==> config.mk <==
export PLATFORM = sky130hd
export DESIGN_NAME = pwcd_top
export DESIGN_NICKNAME = d
export VERILOG_FILES = /design/src/logic/pwcd_pkg.sv /design/src/logic/pwcd_top.sv
export VERILOG_INCLUDE_DIRS = /design/src /design/src/logic
export SDC_FILE = /design/constraint.sdc
export NUM_CORES = 1
export LEC_CHECK = 0
export ABC_AREA = 1
export BUFFER_PORTS_ARGS = -buffer_cell sky130_fd_sc_hd__buf_4
export CORE_UTILIZATION = 25
export DETAILED_ROUTE_END_ITERATION = 16
export PLACE_DENSITY_LB_ADDON = 0.08
export SETUP_SLACK_MARGIN = 0.1
export SLEW_MARGIN = 20
export SYNTH_ARGS = -nofsm -noshare
export SYNTH_HDL_FRONTEND = slang
export SYNTH_SLANG_ARGS = --single-unit
export TNS_END_PERCENT = 30
==> constraint.sdc <==
create_clock -name clk_i -period 4.4 [get_ports clk_i]
set_input_delay 0.44 -clock clk_i [delete_from_list [all_inputs] [get_ports clk_i]]
set_output_delay 0.44 -clock clk_i [all_outputs]
set_load 0.05 [all_outputs]
==> src/logic/pwcd_defs.svh <==
/*
 Timing and count constants of the pulse width command decoder.
 Assumes a 50 MHz system clock and a 1 ms internal timebase.
*/
`ifndef PWCD_DEFS_SVH
`define PWCD_DEFS_SVH

// Clock and timebase
`define PWCD_CLK_HZ        50000000
`define PWCD_CLK_NS        (1000000000 / `PWCD_CLK_HZ)
`define PWCD_TICK_NS       1000000
`define PWCD_TICK_CYC      (`PWCD_TICK_NS / `PWCD_CLK_NS)
`define PWCD_TICK_MS       1

// Command widths, tolerance and overlength limit in ms
`define PWCD_CMD_ONE_MS    2000
`define PWCD_CMD_FILL_MS   12000
`define PWCD_CMD_ACK_MS    14000
`define PWCD_TOL_MS        100
`define PWCD_DASH_MS       15000

// Status timing in ms
`define PWCD_READY_MS      3000
`define PWCD_GAP_MS        500
`define PWCD_SQ_HALF_MS    1000

// Same figures in timebase ticks
`define PWCD_ONE_LO        ((`PWCD_CMD_ONE_MS - `PWCD_TOL_MS) / `PWCD_TICK_MS)
`define PWCD_ONE_HI        ((`PWCD_CMD_ONE_MS + `PWCD_TOL_MS) / `PWCD_TICK_MS)
`define PWCD_FILL_LO       ((`PWCD_CMD_FILL_MS - `PWCD_TOL_MS) / `PWCD_TICK_MS)
`define PWCD_FILL_HI       ((`PWCD_CMD_FILL_MS + `PWCD_TOL_MS) / `PWCD_TICK_MS)
`define PWCD_ACK_LO        ((`PWCD_CMD_ACK_MS - `PWCD_TOL_MS) / `PWCD_TICK_MS)
`define PWCD_ACK_HI        ((`PWCD_CMD_ACK_MS + `PWCD_TOL_MS) / `PWCD_TICK_MS)
`define PWCD_DASH_CNT      (`PWCD_DASH_MS / `PWCD_TICK_MS)
`define PWCD_READY_CNT     (`PWCD_READY_MS / `PWCD_TICK_MS)
`define PWCD_GAP_CNT       (`PWCD_GAP_MS / `PWCD_TICK_MS)
`define PWCD_SQ_CNT        (`PWCD_SQ_HALF_MS / `PWCD_TICK_MS)

// Fill sequence and pressure display range
`define PWCD_FILL_RUNS     40
`define PWCD_PRESS_MIN     1
`define PWCD_PRESS_MAX     50

`endif

==> src/logic/pwcd_pkg.sv <==
/*
 Types of the pulse width command decoder.
 Assumes pwcd_defs.svh for all figures.
*/
package pwcd_pkg;

   // Sequencer states
   typedef enum logic [2:0] {
      ST_CHECK = 3'h0,
      ST_IDLE  = 3'h1,
      ST_RUN   = 3'h2,
      ST_GAP   = 3'h3,
      ST_ERROR = 3'h4,
      ST_ACK   = 3'h5
   } pwcd_state_t;

   // Fault levels from the monitoring logic
   typedef struct packed {
      logic cart_empty;
      logic cart_missing;
      logic overload_fault;
      logic undervoltage_fault;
      logic fatal_fault;
   } pwcd_fault_t;

   // Display and LED indications
   typedef struct packed {
      logic       green;
      logic       red;
      logic       mode_flash;
      logic       dash;
      logic [5:0] pressure;
   } pwcd_ind_t;

endpackage

==> src/logic/pwcd_top.sv <==
/*
 Pulse width command decoder for pulse_control_mode: measures command
 pulses on the line from the controller, sequences motor runs and drives
 the one-wire status line back.
 Assumes: cmd_pin_i is asynchronous; all other inputs come from logic on
 clk_i; the motor logic pulses motor_done_i when a motor_run ends.
*/
// Notes on behaviour
// Pulse width picks function: 2 s one stroke, 12 s fill, 14 s acknowledge.
// Accepted widths lie within plus or minus 0.1 s of nominal.
// Widths outside every window are ignored with no action.
// Input high beyond 15 s shows a dash and does nothing.
// Status stays high when ready; controller waits over 3 s of high.
// Mode indication flashes while the command input is high.
// Motor run starts on the falling edge of a valid command.
// Status is low for the whole motor run.
// Motor run lasts 7 to 17 s; its end comes from the motor.
// Error-free run end returns status from low to high.
// Fill does 40 runs with 0.5 s high gaps between them.
// Commands ignored until over 3 s after the last good run end.
// Controller leaves at least 22 s between command pulses.
// Green LED lit and back pressure 1 to 50 shown during a run.
// Faults during or right after a run give status pattern, red flash.
// After power-up, self check runs, then wait for a command.
// Empty cartridge gives 0.5 Hz square wave; other faults hold low.
// In low error only acknowledge counts; passing check clears faults (code clears overload and undervoltage only; fatal stays latched).
// Width is counted in timebase ticks between synchronised edges.
`timescale 1ns/10ps
`include "pwcd_defs.svh"

module pwcd_top #(
   parameter int TICK_CYC = `PWCD_TICK_CYC
) (
   input  wire logic               clk_i,
   input  wire logic               sys_rst_i,
   input  wire logic               cmd_pin_i,
   input  wire logic               motor_done_i,
   input  wire logic [5:0]         pressure_i,
   input  wire pwcd_pkg::pwcd_fault_t fault_i,
   input  wire logic               check_done_i,
   input  wire logic               check_pass_i,
   output logic                    status_o,
   output logic                    motor_run_o,
   output logic                    check_req_o,
   output pwcd_pkg::pwcd_ind_t     ind_o
);
   import pwcd_pkg::*;

   // Whole state of the block
   typedef struct packed {
      pwcd_state_t st;
      logic [2:0]  sync;
      logic        cmd;
      logic        taken;
      logic [15:0] div;
      logic [13:0] width;
      logic [13:0] tmr;
      logic [5:0]  runs;
      logic        empty;
      logic        ovl;
      logic        uvl;
      logic        fatal;
      logic        status;
      logic        motor;
      logic        chk;
      pwcd_ind_t   ind;
   } pwcd_regs_t;

   pwcd_regs_t q;
   pwcd_regs_t d;
   logic       tick;
   logic       rise;
   logic       fall;
   logic       is_one;
   logic       is_fill;
   logic       is_ack;
   logic       err_low;
   logic       err_any;

   // Timing notes for the next engineer:
   // - All command and status timing is in timebase ticks, so the block
   //   scales with TICK_CYC; a short TICK_CYC keeps simulations fast.
   // - Width is quantised to one tick; the acceptance windows are
   //   therefore accurate to about one tick at each end.
   // - The synchroniser adds three to four clocks before any edge is seen,
   //   which is far below one tick and does not disturb the windows.
   // - The pause between command pulses is the controller's duty; it is
   //   not policed here, only the ready window after a run is.
   // - Motor run length is not timed here: the motor logic ends each run,
   //   so any length the mechanics need is accepted.
   // - Faults are levels from the monitoring logic; overload, undervoltage
   //   and fatal are latched so a short glitch still stops the motor.
   // - Cartridge empty is only looked at when a run ends, since the stroke
   //   counter behind it changes only then.

   // Next state of every flop
   always_comb begin
      d = q;
      // 1 ms enable from the divider
      tick = (q.div == 16'(TICK_CYC - 1));
      d.div = tick ? 16'h0000 : q.div + 16'h0001;

      // Three-stage synchroniser, stage 1 feeds only stage 2
      d.sync = {q.sync[1:0], cmd_pin_i};
      if (q.sync[1] == q.sync[2]) begin
         d.cmd = q.sync[2];
      end
      rise = d.cmd & ~q.cmd;
      fall = ~d.cmd & q.cmd;

      // Width counter saturates just past the overlength limit
      if (rise) begin
         d.width = 14'h0000;
      end else if (q.cmd && tick && q.width <= 14'(`PWCD_DASH_CNT)) begin
         d.width = q.width + 14'h0001;
      end
      d.ind.dash = d.cmd & (d.width > 14'(`PWCD_DASH_CNT));
      d.ind.mode_flash = d.cmd & d.width[8];

      // Windows on the measured width; anything else matches nothing
      is_one  = q.width >= 14'(`PWCD_ONE_LO) && q.width <= 14'(`PWCD_ONE_HI);
      is_fill = q.width >= 14'(`PWCD_FILL_LO) && q.width <= 14'(`PWCD_FILL_HI);
      is_ack  = q.width >= 14'(`PWCD_ACK_LO) && q.width <= 14'(`PWCD_ACK_HI);

      // Latched faults; a new fault wins over an acknowledge clear
      d.ovl   = q.ovl | fault_i.overload_fault;
      d.uvl   = q.uvl | fault_i.undervoltage_fault;
      d.fatal = q.fatal | fault_i.fatal_fault;
      if (fault_i.cart_missing) begin
         d.empty = 1'b0; // Removal ends the empty report
      end
      err_low = fault_i.cart_missing | q.ovl | q.uvl | q.fatal;
      err_any = err_low | q.empty;

      case (q.st)
         // Power-up self check, then wait with no dispense
         ST_CHECK: begin
            d.status = 1'b0;
            d.chk = 1'b1;
            if (check_done_i) begin
               d.chk = 1'b0;
               d.tmr = 14'h0000;
               if (check_pass_i) begin
                  d.st = ST_IDLE;
                  d.status = 1'b1;
               end else begin
                  d.fatal = 1'b1;
                  d.st = ST_ERROR;
               end
            end
         end

         // Ready: status high, count the high time before arming
         ST_IDLE: begin
            d.status = 1'b1;
            d.ind.red = 1'b0;
            if (tick && q.tmr <= 14'(`PWCD_READY_CNT)) begin
               d.tmr = q.tmr + 14'h0001;
            end
            // Only a pulse that starts after more than 3 s is heard
            if (rise) begin
               d.taken = q.tmr > 14'(`PWCD_READY_CNT);
            end
            if (err_any) begin
               d.st = ST_ERROR;
               d.status = 1'b0;
               d.tmr = 14'h0000;
            end else if (fall && q.taken && (is_one || is_fill)) begin
               d.runs = is_one ? 6'h01 : 6'(`PWCD_FILL_RUNS);
               d.st = ST_RUN;
               d.motor = 1'b1;
               d.status = 1'b0;
               d.ind.green = 1'b1;
               d.taken = 1'b0;
            end else if (fall) begin
               d.taken = 1'b0;
            end
         end

         // Motor turning; the motor logic decides the 7 to 17 s length
         ST_RUN: begin
            d.status = 1'b0;
            if (pressure_i < 6'(`PWCD_PRESS_MIN)) begin
               d.ind.pressure = 6'(`PWCD_PRESS_MIN);
            end else if (pressure_i > 6'(`PWCD_PRESS_MAX)) begin
               d.ind.pressure = 6'(`PWCD_PRESS_MAX);
            end else begin
               d.ind.pressure = pressure_i;
            end
            if (err_low) begin
               // A fault stops the run at once; remaining runs are kept
               d.motor = 1'b0;
               d.ind.green = 1'b0;
               d.st = ST_ERROR;
               d.tmr = 14'h0000;
            end else if (motor_done_i) begin
               d.motor = 1'b0;
               d.ind.green = 1'b0;
               d.runs = q.runs - 6'h01;
               d.tmr = 14'h0000;
               if (fault_i.cart_empty) begin
                  d.empty = 1'b1;
               end
               if (fault_i.cart_empty || fault_i.overload_fault
                   || fault_i.undervoltage_fault || fault_i.fatal_fault) begin
                  d.st = ST_ERROR;
               end else if (q.runs == 6'h01) begin
                  d.st = ST_IDLE;
                  d.status = 1'b1;
               end else begin
                  d.st = ST_GAP;
                  d.status = 1'b1;
               end
            end
         end

         // High gap between fill runs
         ST_GAP: begin
            d.status = 1'b1;
            if (tick) begin
               d.tmr = q.tmr + 14'h0001;
            end
            if (err_any) begin
               d.st = ST_ERROR;
               d.status = 1'b0;
               d.tmr = 14'h0000;
            end else if (tick && q.tmr == 14'(`PWCD_GAP_CNT - 1)) begin
               d.st = ST_RUN;
               d.motor = 1'b1;
               d.status = 1'b0;
               d.ind.green = 1'b1;
            end
         end

         // Error pattern on the status line, red flashing.
         // Low faults hold the line low; only an empty cartridge lets the
         // square wave through, so the controller can tell the two apart.
         // A pulse rising here is always taken: the ready window does not
         // apply, because the line is not held steadily high while a fault stands.
         ST_ERROR: begin
            if (tick) begin
               d.tmr = q.tmr + 14'h0001;
            end
            if (tick && q.tmr == 14'(`PWCD_SQ_CNT - 1)) begin
               d.tmr = 14'h0000;
               d.ind.red = ~q.ind.red;
               d.status = ~q.status;
            end
            if (err_low) begin
               d.status = 1'b0;
            end
            if (rise) begin
               d.taken = 1'b1;
            end
            if (!err_any) begin
               // Fault gone: resume outstanding fill runs or go ready
               d.ind.red = 1'b0;
               d.status = 1'b1;
               d.tmr = 14'h0000;
               d.taken = 1'b0;
               d.st = (q.runs != 6'h00) ? ST_GAP : ST_IDLE;
            end else if (fall && q.taken && is_ack && err_low) begin
               d.st = ST_ACK;
               d.chk = 1'b1;
               d.taken = 1'b0;
            end else if (fall) begin
               d.taken = 1'b0;
            end
         end

         // Self check after an acknowledge.
         // Outstanding fill runs are dropped: after an overload the
         // controller should decide afresh whether to dispense again.
         ST_ACK: begin
            d.status = 1'b0;
            d.chk = 1'b1;
            if (check_done_i) begin
               d.chk = 1'b0;
               d.st = ST_ERROR;
               d.tmr = 14'h0000;
               d.runs = 6'h00;
               if (check_pass_i) begin
                  d.ovl = fault_i.overload_fault;
                  d.uvl = fault_i.undervoltage_fault;
               end else begin
                  d.fatal = 1'b1;
               end
            end
         end

         default: begin
            d.st = ST_CHECK;
         end
      endcase
   end

   // State register; reset restarts in the self check
   always_ff @(posedge clk_i) begin
      if (sys_rst_i) begin
         q <= '0;
         q.st <= ST_CHECK;
      end else begin
         q <= d;
      end
   end

   // Outputs come straight from flops
   assign status_o    = q.status;
   assign motor_run_o = q.motor;
   assign check_req_o = q.chk;
   assign ind_o       = q.ind;

endmodule

# Word-level counts from Yosys, hierarchy flattened
# Index checks and enable logic that the tools add are counted.
# totals
reg_bits	75
inputBits	17
out_inout_bits	13
word_cells	196
# op_classes
add_sub_neg	4
order_cmp	12
n_eq_ne	28
n_mux	84
bitwise	15
n_reduce_logical	33
# ops
op	n
$mux W14	10
$pmux W14 S6	1
$le A14 B14 Y1 const B	3
$mux W3	13
$mux W1	35
$mux W6	5
$add A14 B1 Y14 const B	2
$ge A14 B14 Y1 const B	2
$le A14 B12 Y1 const B	2
$mux W21	1
$mux W20	1
$ne A2 B2 Y1 const B	10
$ne A3 B3 Y1 const B	6
$pmux W3 S6	1
$pmux W6 S3	1
$reduce_and A6 Y1	3
$add A16 B1 Y16 const B	1
$eq A16 B16 Y1 const B	1
$mux W2	8
$eq A14 B10 Y1 const B	1
$eq A14 B9 Y1 const B	1
$ge A14 B11 Y1 const B	1
$gt A14 B12 Y1 const B	1
$gt A14 B14 Y1 const B	1
27 further kinds	65

# Depth between registers and ports, before layout
# Gate-level depths: netlist (run 1).
# depth
word_depth	10
ltp_mapped	19
mapped_depth_nobuf	18

# Worst setup path before layout (run 1)
# No wires, ideal clock.
# synth_path
path_type	register to register
from	reg q[68] (netlist bit)
to	reg q[72] (netlist bit)
setup_time_ns	0.132
arrival_ns	1.703
required_time_ns	4.268
slack_ns	2.565
stages_incl_launch_ff	15
n_path_buf	0
synth_period_minus_slack_ns	1.835
cell_sequence	dfxtp_1 > nand2_1 > nand2_1 > o21a_1 > inv_1 > ha_1 > nand2_1 > nor3_1 > nand2_1 > a21oi_1 > nand2_1 > a21oi_1 > nand2_1 > nand2_1 > a21oi_1
# synth_lines
element	line	source
start, declared	pwcd_top.sv:69	pwcd_regs_t q;

# Worst setup path in the final report (run 1)
# layout_path
from	reg q[51] (netlist bit)
to	reg q, in the netlist ind_o[6]
# layout_via
elab_chain_cells	7
# layout_rtl
element	line	source
$eq A16 B16 Y1	pwcd_top.sv:100	tick = (q.div == 16'(TICK_CYC - 1));
$logic_and A1 B1 Y1 (2 in a row)	pwcd_top.sv:114	end else if (q.cmd && tick && q.width <= 14'(`PWCD_DASH_CNT)) begin
$mux W14	pwcd_top.sv:114	
$mux W14	pwcd_top.sv:112	if (rise) begin
$gt A14 B14 Y1	pwcd_top.sv:117	d.ind.dash = d.cmd & (d.width > 14'(`PWCD_DASH_CNT));
$and A1 B1 Y1	pwcd_top.sv:117	
# No other way between the ends.
# A chain may end at the register's enable or synchronous reset.

==> summary.md, run 1 <==
| Metric | Value |
|---|---|
| GPL Wtd Cong | 0.856 |
| M2 GR Usage | 25.4% |
| Initial core utilization | 25.6% |
| Clock-pin slew on the worst setup and hold paths | 0.06 ns |
| Clk Latency, worst-skew pair | 0.34 ns |
| Row count | 51 |
| Nets | 826 |
| Pre-antenna DRT Iters | 7 |
| Post-synth EDFFs | 0 |
| Ranking of synthesized cells by area | dfxtp_1 (30%), nand2_1 (13%), nor2_1 (9.2%), inv_1 (6.9%), nand3_1 (5.7%) |
| Maximum vdd drop | 0.223 mV |
| Yosys top cell by area | dfxtp_1 |
| First-pass GRT wire length | 24200 um |
| Post_cts resized | 0 |
| Worst R2R Start | q[51] |
| Die height | 144 um |
| Worst rel slew slack | 60.1% |
| Syn Nets | 818 |
| Flop2flop setup slack | 2.01 ns |
| Post-synth top cells | nand2_1 (171), nor2_1 (123), inv_1 (93) |
| Overflow after GRT | 0 |
| TNS Setup | 0 ns |
| Drt drc | 0 |
| Critical path arrival | 2.63 ns |
| Final worst-path cycle share | 54.3% |
| Worst Hold End | q[15] |
| Avg Cell Area, Syn | 6.35 um2 |
| Routed len/inst | 13.4 um |
| Critical Path Start Type | register |
| Initial antenna violation count | 0 |
| Final min period | 2.39 ns |
| Slew @ Worst Pin | 0.598 ns |
| Largest net degree at the start of global routing | 49 |
| H-tree levels | 3 |
| Vias in the first global route | 4865 |
| P per Cell Area | 368 mW/mm2 |
| Met1 usage | 18.8% |
| Slowest stage delay, CP | 0.35 ns |
| Longest Clk Path Bufs | 2 |
| Master of the slowest instance on the critical path | dfxtp_1 |
| CTS tree | done |
| # IOs | 30 |
| # port buffers | 29 |
| FF-to-FF path depth | 18 |
| Hold_buf cts | 0 |
| Share of the synthesized area in the top cell type | 29.9% |
| Die width | 144 um |
| Slew Limit Fails | 0 |
| Final-report hold violation count | 0 |
| P_leak | 0.00224 uW |
| R2R Path End | ind_o[6] |
| Clock Tree Root | clkbuf_16 |
| Hold wc startpoint | fault_i[2] |
| Final Setup Violations | 0 |
| Post-synthesis cell type count | 46 |
| Post-CTS Setup Inserts | 0 |
| Max Cap Viol | 0 |
| Global router's overall resource usage | 15.0% |
| Antenna Violating Nets Remaining | 0 |
| Hold Path Stages | 3 |
| Post-synthesis instance area | 0.00502 mm2 |
| Most numerous cell in the Yosys netlist | nand2_1 |
| RSZ-0062 raised after global routing | no |
| GR peak layer | met2 |
| Core Region | 0.0196 mm2 |
| Grt met3 use | 3.27% |
| Min-delay worst type | input pin to register |
| Synthesis-stage register bit count | 75 |
| Cts bufs inserted | 9 |
| Initial DRC count | 352 |
| Sequential fraction of the synthesis area | 29.9% |
| Detailed Route WL | 14300 um |
| CP Buf/Inv Count | 3 |
| Max FO, Critical Path | 16 |
| Skew final | 0.00877 ns |
| Final core occ | 29.0% |
| Via count | 4940 |
| Estimated wirelength of the detail-placed design | 10800 um |
| Crit-path cells | ha_1, nand2_1, inv_2, nand2_1, nor2_1, nand2_2, nor2_4, nand2_4, nand2_1, nand2_1, inv_1, nand3_1, nor2_2, nand2_1, inv_1, nand2_1, nand2_1, nor2_1 |
| N_diodes | 0 |
| Fraction of registers with async set/reset | 0% |
| Fmax | 0.419 GHz |
| Status | finished clean |
| Die footprint | 0.0207 mm2 |
| Area growth, synth to finish | 13.0% |
| Critical path endpoint category | register |
| Mean number of vias per cell | 4.62 |
| Crit path max-delay family | simple AND/OR/NAND/NOR gates |
| Post-synthesis cell count | 791 |
| Critical path class | register to register |
| Share of cells above drive strength 1 | 10.9% |
| WP data required | 4.64 ns |
| Yosys synthesis warning count | 0 |
| Sink Count | 75 |
| Most used cell, CP | nand2_1 |
| Dominant synthesized flop cell | dfxtp_1 |
-- power breakdown --
group	internal (uW)	switching [uW]	total, uW
Sequential	721	38.5	759
Combinational	151	333	484
Clock	530	314	844
Total	1400	686	2090
-- stage by stage --
step	setup WS [ns]	hold WS, ns	total power (uW)	std cells	instance area (um2)
after global placement	1.97	0.432	1260	1053	5340
after floorplan	2.57	0.388	1140	791	5020
final	2.01	0.315	2090	1069	5680
after global routing	1.68	0.307	2210	1069	5680
after detailed placement	1.98	0.440	1260	1053	5340
after CTS	1.96	0.300	2130	1069	5680
-- sequential cells by signal, indices dropped and copies added (netlist names) --
signal / cells
check_req_o: 1
d: 2
ind_o: 10
motor_run_o: 1
q: 60
status_o: 1
-- layout by cell type, fill, tap and decap left out, types with 5 or more instances in the layout --
master / n
nand2_1: 171
nor2_1: 123
inv_1: 93
dfxtp_1: 75
nand3_1: 57
a21oi_1: 55
buf_4: 29
o21ai_0: 26
nor3_1: 22
xor2_1: 20
nand4_1: 17
inv_2: 12
nor2_2: 10
o21ai_1: 10
ha_1: 10
clkbuf_16: 9
o22ai_1: 8
nand2_2: 7
a31oi_1: 5
-- cell type report --
class / count / area [um2]
inverters: 107 / 405
well taps: 265 / 332
repair buffers: 29 / 218
fillers: 2185 / 13900
clock inverters: 5 / 83.8
clock buffers: 11 / 253
flip-flops and latches: 75 / 1500
multi-input cells: 577 / 2880
-- worst register-to-register path, stage by stage, from the launching register on --
cell and delay (ns):
dfxtp_1 0.35, ha_1 0.18, nand2_1 0.07, inv_2 0.06, nand2_1 0.08, nor2_1 0.14
nand2_2 0.09, nor2_4 0.34, nand2_4 0.22, nand2_1 0.10, nand2_1 0.07, inv_1 0.08
nand3_1 0.08, nor2_2 0.16, nand2_1 0.08, inv_1 0.05, nand2_1 0.04, nand2_1 0.05
nor2_1 0.05
-- cell families after synthesis --
logic type,synth area share [%]
flip-flops,29.9
AO/OA/AOI/OAI,13.7
XOR/XNOR,3.66
buffers and inverters,12.7
multiplexers,0.199
AND/OR/NAND/NOR,37.4
adder cells (fa/ha/maj),2.49
-- worst max-delay path by stage --
stage | from | to | slack [ns] | cells past startpoint
after CTS | q[51] | ind_o[6] | 1.96 | 18
final | q[51] | ind_o[6] | 2.01 | 18
after global placement | fault_i[3] | q[35] | 1.97 | 13
after detailed placement | fault_i[3] | q[35] | 1.98 | 13
after floorplan | q[68] | q[72] | 2.57 | 14
after global routing | q[51] | ind_o[6] | 1.68 | 17
-- per-layer routing --
metal	wire, um	vias up
li1	-	2570
met1	6690	2258
met2	6870	98
met3	554	14
met4	232	0
met5	0	-
Power figures use the tool's default switching activity.
==> run 2: changes to the inputs <==
ABC_AREA = 0   (was 1)
clock period = 2.05 ns   (was 4.4 ns; I/O delays follow)
==> run 2 against run 1 <==
Against the previous run:
- the run now ends with setup timing left
- non-clock buffer count rose by 156
- routed wire length fell by 2.4%
- combinational power rose to 2.6 times the previous value
- total power rose by 110%
- highest routed layer unchanged
==> summary.md, run 2 <==
| Metric | Value |
|---|---|
| Ranking of synthesized cells by area | dfxtp_1 (34%), nor2_1 (6.8%), a21oi_1 (4.4%), nand2_1 (4.4%), o21ai_0 (3.5%) |
| Initial DRC count | 294 (-16%) |
| Post-synth top cells | nor2_1 (81), dfxtp_1 (75), nand2_1 (52) |
| Initial antenna violation count | 0 (unchanged) |
| Hold Path Stages | 2 (-1) |
| Mean number of vias per cell | 4.88 (+5.6%) |
| Min-delay worst type | input pin to register |
| Post-synthesis instance area | 0.00446 mm2 (-11%) |
| Antenna Violating Nets Remaining | 0 (unchanged) |
| Fill count | 1795 (-18%) |
| Most frequent cells in the layout | buf_4 (180), nor2_1 (76), dfxtp_1 (73), nand2_1 (52), a21oi_1 (36) |
| Top reg by flops | q |
| Max FO, Critical Path | 7 (-9) |
| Clock Tree Root | clkbuf_16 |
| Final worst-path cycle share | 136% (+82 points) |
| Post-synthesis cell type count | 70 (+52%) |
| Cts bufs inserted | 9 (unchanged) |
| Slew Limit Fails | 0 (unchanged) |
| Sw Ratio | 31.3% (-1.5 points) |
| Avg Cell Area, Syn | 7.75 um2 (+22%) |
| Clk Latency, worst-skew pair | 0.34 ns (about the same) |
| Critical Path Start Type | register |
| H-tree levels | 3 (unchanged) |
| Nets | 766 (-7.3%) |
| Worst rel slew slack | 66.3% (+6.2 points) |
| Sequential fraction of design power | 36.1% (-0.3 points) |
| N_diodes | 0 (unchanged) |
| Maximum vdd drop | 0.390 mV (+75%) |
| Synthesis-stage register bit count | 75 (unchanged) |
| Combinational Power Share | 29.8% (+6.6 points) |
| Placed cell count | 944 (-10%) |
| Met1 usage | 21.6% (+2.8 points) |
| Number of flip-flops in the largest register | 60 (unchanged) |
| Fraction of registers with async set/reset | 0% (unchanged) |
| P_sw | 1350 uW (+97%) |
| RSZ-0062 raised after global routing | yes |
| Area occupied by multi-input gates | 0.00287 mm2 (-0.48%) |
| Core Region | 0.0174 mm2 (-11%) |
| Status | complete, but fails checks |
| Crit. Startpoint | q[56] |
| Routed len/inst | 14.5 um (+7.9%) |
| Overflow after GRT | 0 (unchanged) |
| Post-synth EDFFs | 0 (unchanged) |
| Estimated wirelength of the detail-placed design | 10900 um (+1.0%) |
| GR peak layer | met2 |
| Pre-antenna DRT Iters | 5 (-2) |
| GPL Wtd Cong | 0.788 (-8.0%) |
| Final Setup Violations | 44 (+44) |
| Final WS setup | -0.745 ns (-2.76 ns) |
| Most numerous cell in the Yosys netlist | nor2_1 |
| Critical path endpoint category | register |
| Die width | 136 um (-5.7%) |
| Via count | 4718 (-4.5%) |
| M2 GR Usage | 26.1% (+0.73 points) |
| Hold wc startpoint | cmd_pin_i |
| Dominant synthesized flop cell | dfxtp_1 |
| Violated checks | setup timing |
| Die footprint | 0.0184 mm2 (-11%) |
| Skew final | 0.00684 ns (-0.00193 ns) |
| Master of the slowest instance on the critical path | or4_4 |
| Initial core utilization | 25.7% (+0.064 points) |
| Final min period | 2.80 ns (+0.408 ns) |
| Clock-pin slew on the worst setup and hold paths | 0.06 ns (about the same) |
| Slew @ Worst Pin | 0.505 ns (-0.0932 ns) |
| First-pass GRT wire length | 23200 um (-4.0%) |
| Post-synthesis cell count | 576 (-27%) |
| Int Pwr | 2960 uW (+110%) |
| Vias in the first global route | 4689 (-3.6%) |
| P_leak | 0.00253 uW (+13%) |
| Yosys synthesis warning count | 0 (unchanged) |
| WP data required | 2.30 ns (-2.34 ns) |
| Share of cells above drive strength 1 | 33.6% (+23 points) |
| Sequential fraction of the synthesis area | 33.6% (+3.8 points) |
| Largest net degree at the start of global routing | 22 (-55%) |
| Die height | 136 um (-5.7%) |
| Final-report hold violation count | 0 (unchanged) |
| Reg area | 0.00150 mm2 (+0.17%) |
| Detailed Route WL | 14000 um (-2.4%) |
| Share of the synthesized area in the top cell type | 33.6% (+3.8 points) |
| Global router's overall resource usage | 16.3% (+1.3 points) |
| Longest Clk Path Bufs | 2 (unchanged) |
| P per Cell Area | 673 mW/mm2 (+83%) |
| Most used cell, CP | or4_4 |
| Syn Nets | 603 (-26%) |
| CTS tree | done |
| Max Cap Viol | 0 (unchanged) |
| Critical path arrival | 3.04 ns (+0.41 ns) |
| Hold_buf cts | 0 (unchanged) |
| Drt drc | 0 (unchanged) |
| Non-Filler Instances | 967 (-9.5%) |
| Yosys top cell by area | dfxtp_1 |
| Crit-path cells | or4_4, or4_4, a2111o_1, a211o_1, buf_6, or3b_4, nor2_1, o21ai_1, o41ai_1 |
| FF-to-FF path depth | 9 (-9) |
| # port buffers | 29 (unchanged) |
| Clock power share | 34.2% (-6.2 points) |
| Slowest stage delay, CP | 0.53 ns (+0.18 ns) |
| # IOs | 30 (unchanged) |
| Row count | 48 (-5.9%) |
| Sink Count | 75 (unchanged) |
| Commonest non-fill, non-tap cell in the layout | buf_4 |
| WHS | 0.0797 ns (-0.236 ns) |
| Area growth, synth to finish | 43.7% |
| Critical path class | register to register |
| Grt met3 use | 2.17% (-1.1 points) |
| Fmax | 0.358 GHz (-15%) |
| Worst R2R Start | q[56] |
-- run 2: cell types whose count changed after synthesis, sizes merged, moves of 8 or more --
| cell | before | now |
|---|---|---|
| nor2b | 0 | 13 |
| and3 | 0 | 10 |
| a21oi | 55 | 39 |
| nand2 | 179 | 52 |
| xor2 | 20 | 12 |
| nor2 | 135 | 81 |
| buf | 24 | 12 |
| clkbuf | 8 | 22 |
| nor4 | 2 | 15 |
| xnor2 | 1 | 15 |
| inv | 106 | 19 |
| nand3 | 59 | 26 |
-- run 2: power groups by stage --
stage / Sequential [uW] / Combinational [uW] / Clock, uW
after floorplan: 1650 / 575 / 0
after global placement: 1590 / 1150 / 0
after detailed placement: 1590 / 1140 / 0
after CTS: 1560 / 1260 / 1540
after global routing: 1560 / 1400 / 1590
final: 1560 / 1280 / 1470
-- run 2: metrics by stage --
step | power, uW | util [%] | setup slack (ns) | TNS [ns] | area [um2]
floorplan | 2230 | - | -0.739 | -10.81 | 4490
global placement | 2740 | 34.1 | -0.725 | -17.22 | 5920
detailed placement | 2730 | 34.1 | -0.754 | -17.50 | 5920
CTS | 4360 | 36.2 | -0.740 | -18.16 | 6290
global route | 4550 | 36.9 | -0.831 | -21.69 | 6410
finish | 4310 | 36.9 | -0.745 | -16.92 | 6410
-- run 2: worst max-delay path: cells and delay by family (launching register included) --
| kind | cells | cell delay, ns |
|---|---|---|
| buffers and inverters | 1 | 0.13 |
| DFF | 1 | 0.32 |
| AOI/OAI and AO/OA | 4 | 0.74 |
| and+or+nand+nor | 4 | 1.51 |
-- run 2: kinds of logic after synthesis --
group | share of synthesized area, %
AOI/OAI and AO/OA | 21.5
DFF | 33.6
xor gates and xnor gates | 5.30
and+or+nand+nor | 30.6
buffers and inverters | 5.47
muxes | 0.449
adders and majority gates | 3.03
-- run 2: cell type report --
class,instances,share of cell area (%)
Tap cell,225,4.39
Timing Repair Buffer,185,22.1
Inverter,19,1.11
Multi-Input combinational cell,449,44.8
Clock buffer,11,3.94
Sequential cell,75,23.5
Clock inverter,3,0.234
-- run 2: what timing repair did --
action | 4_1_cts | 5_1_grt
setup endpoints to repair | 45 | 45
pin swaps | 18 | 14
cloned | 1 | 0
gates resized for setup | 23 | 23
setup buffers | 4 | 5
-- run 2: final timing paths --
check	endpoint	slack (ns)
worst max-delay path	q[28]	-0.75
worst min-delay path	d[70]	0.08
worst max register to register	q[28]	-0.75
worst min register to register	d[71]	0.46
-- run 2: layer usage --
metal	share of wire, %	up-vias
li1	-	2413
met3	2.8	19
met5	0	-
met4	2.0	0
met1	50	2221
met2	45	65
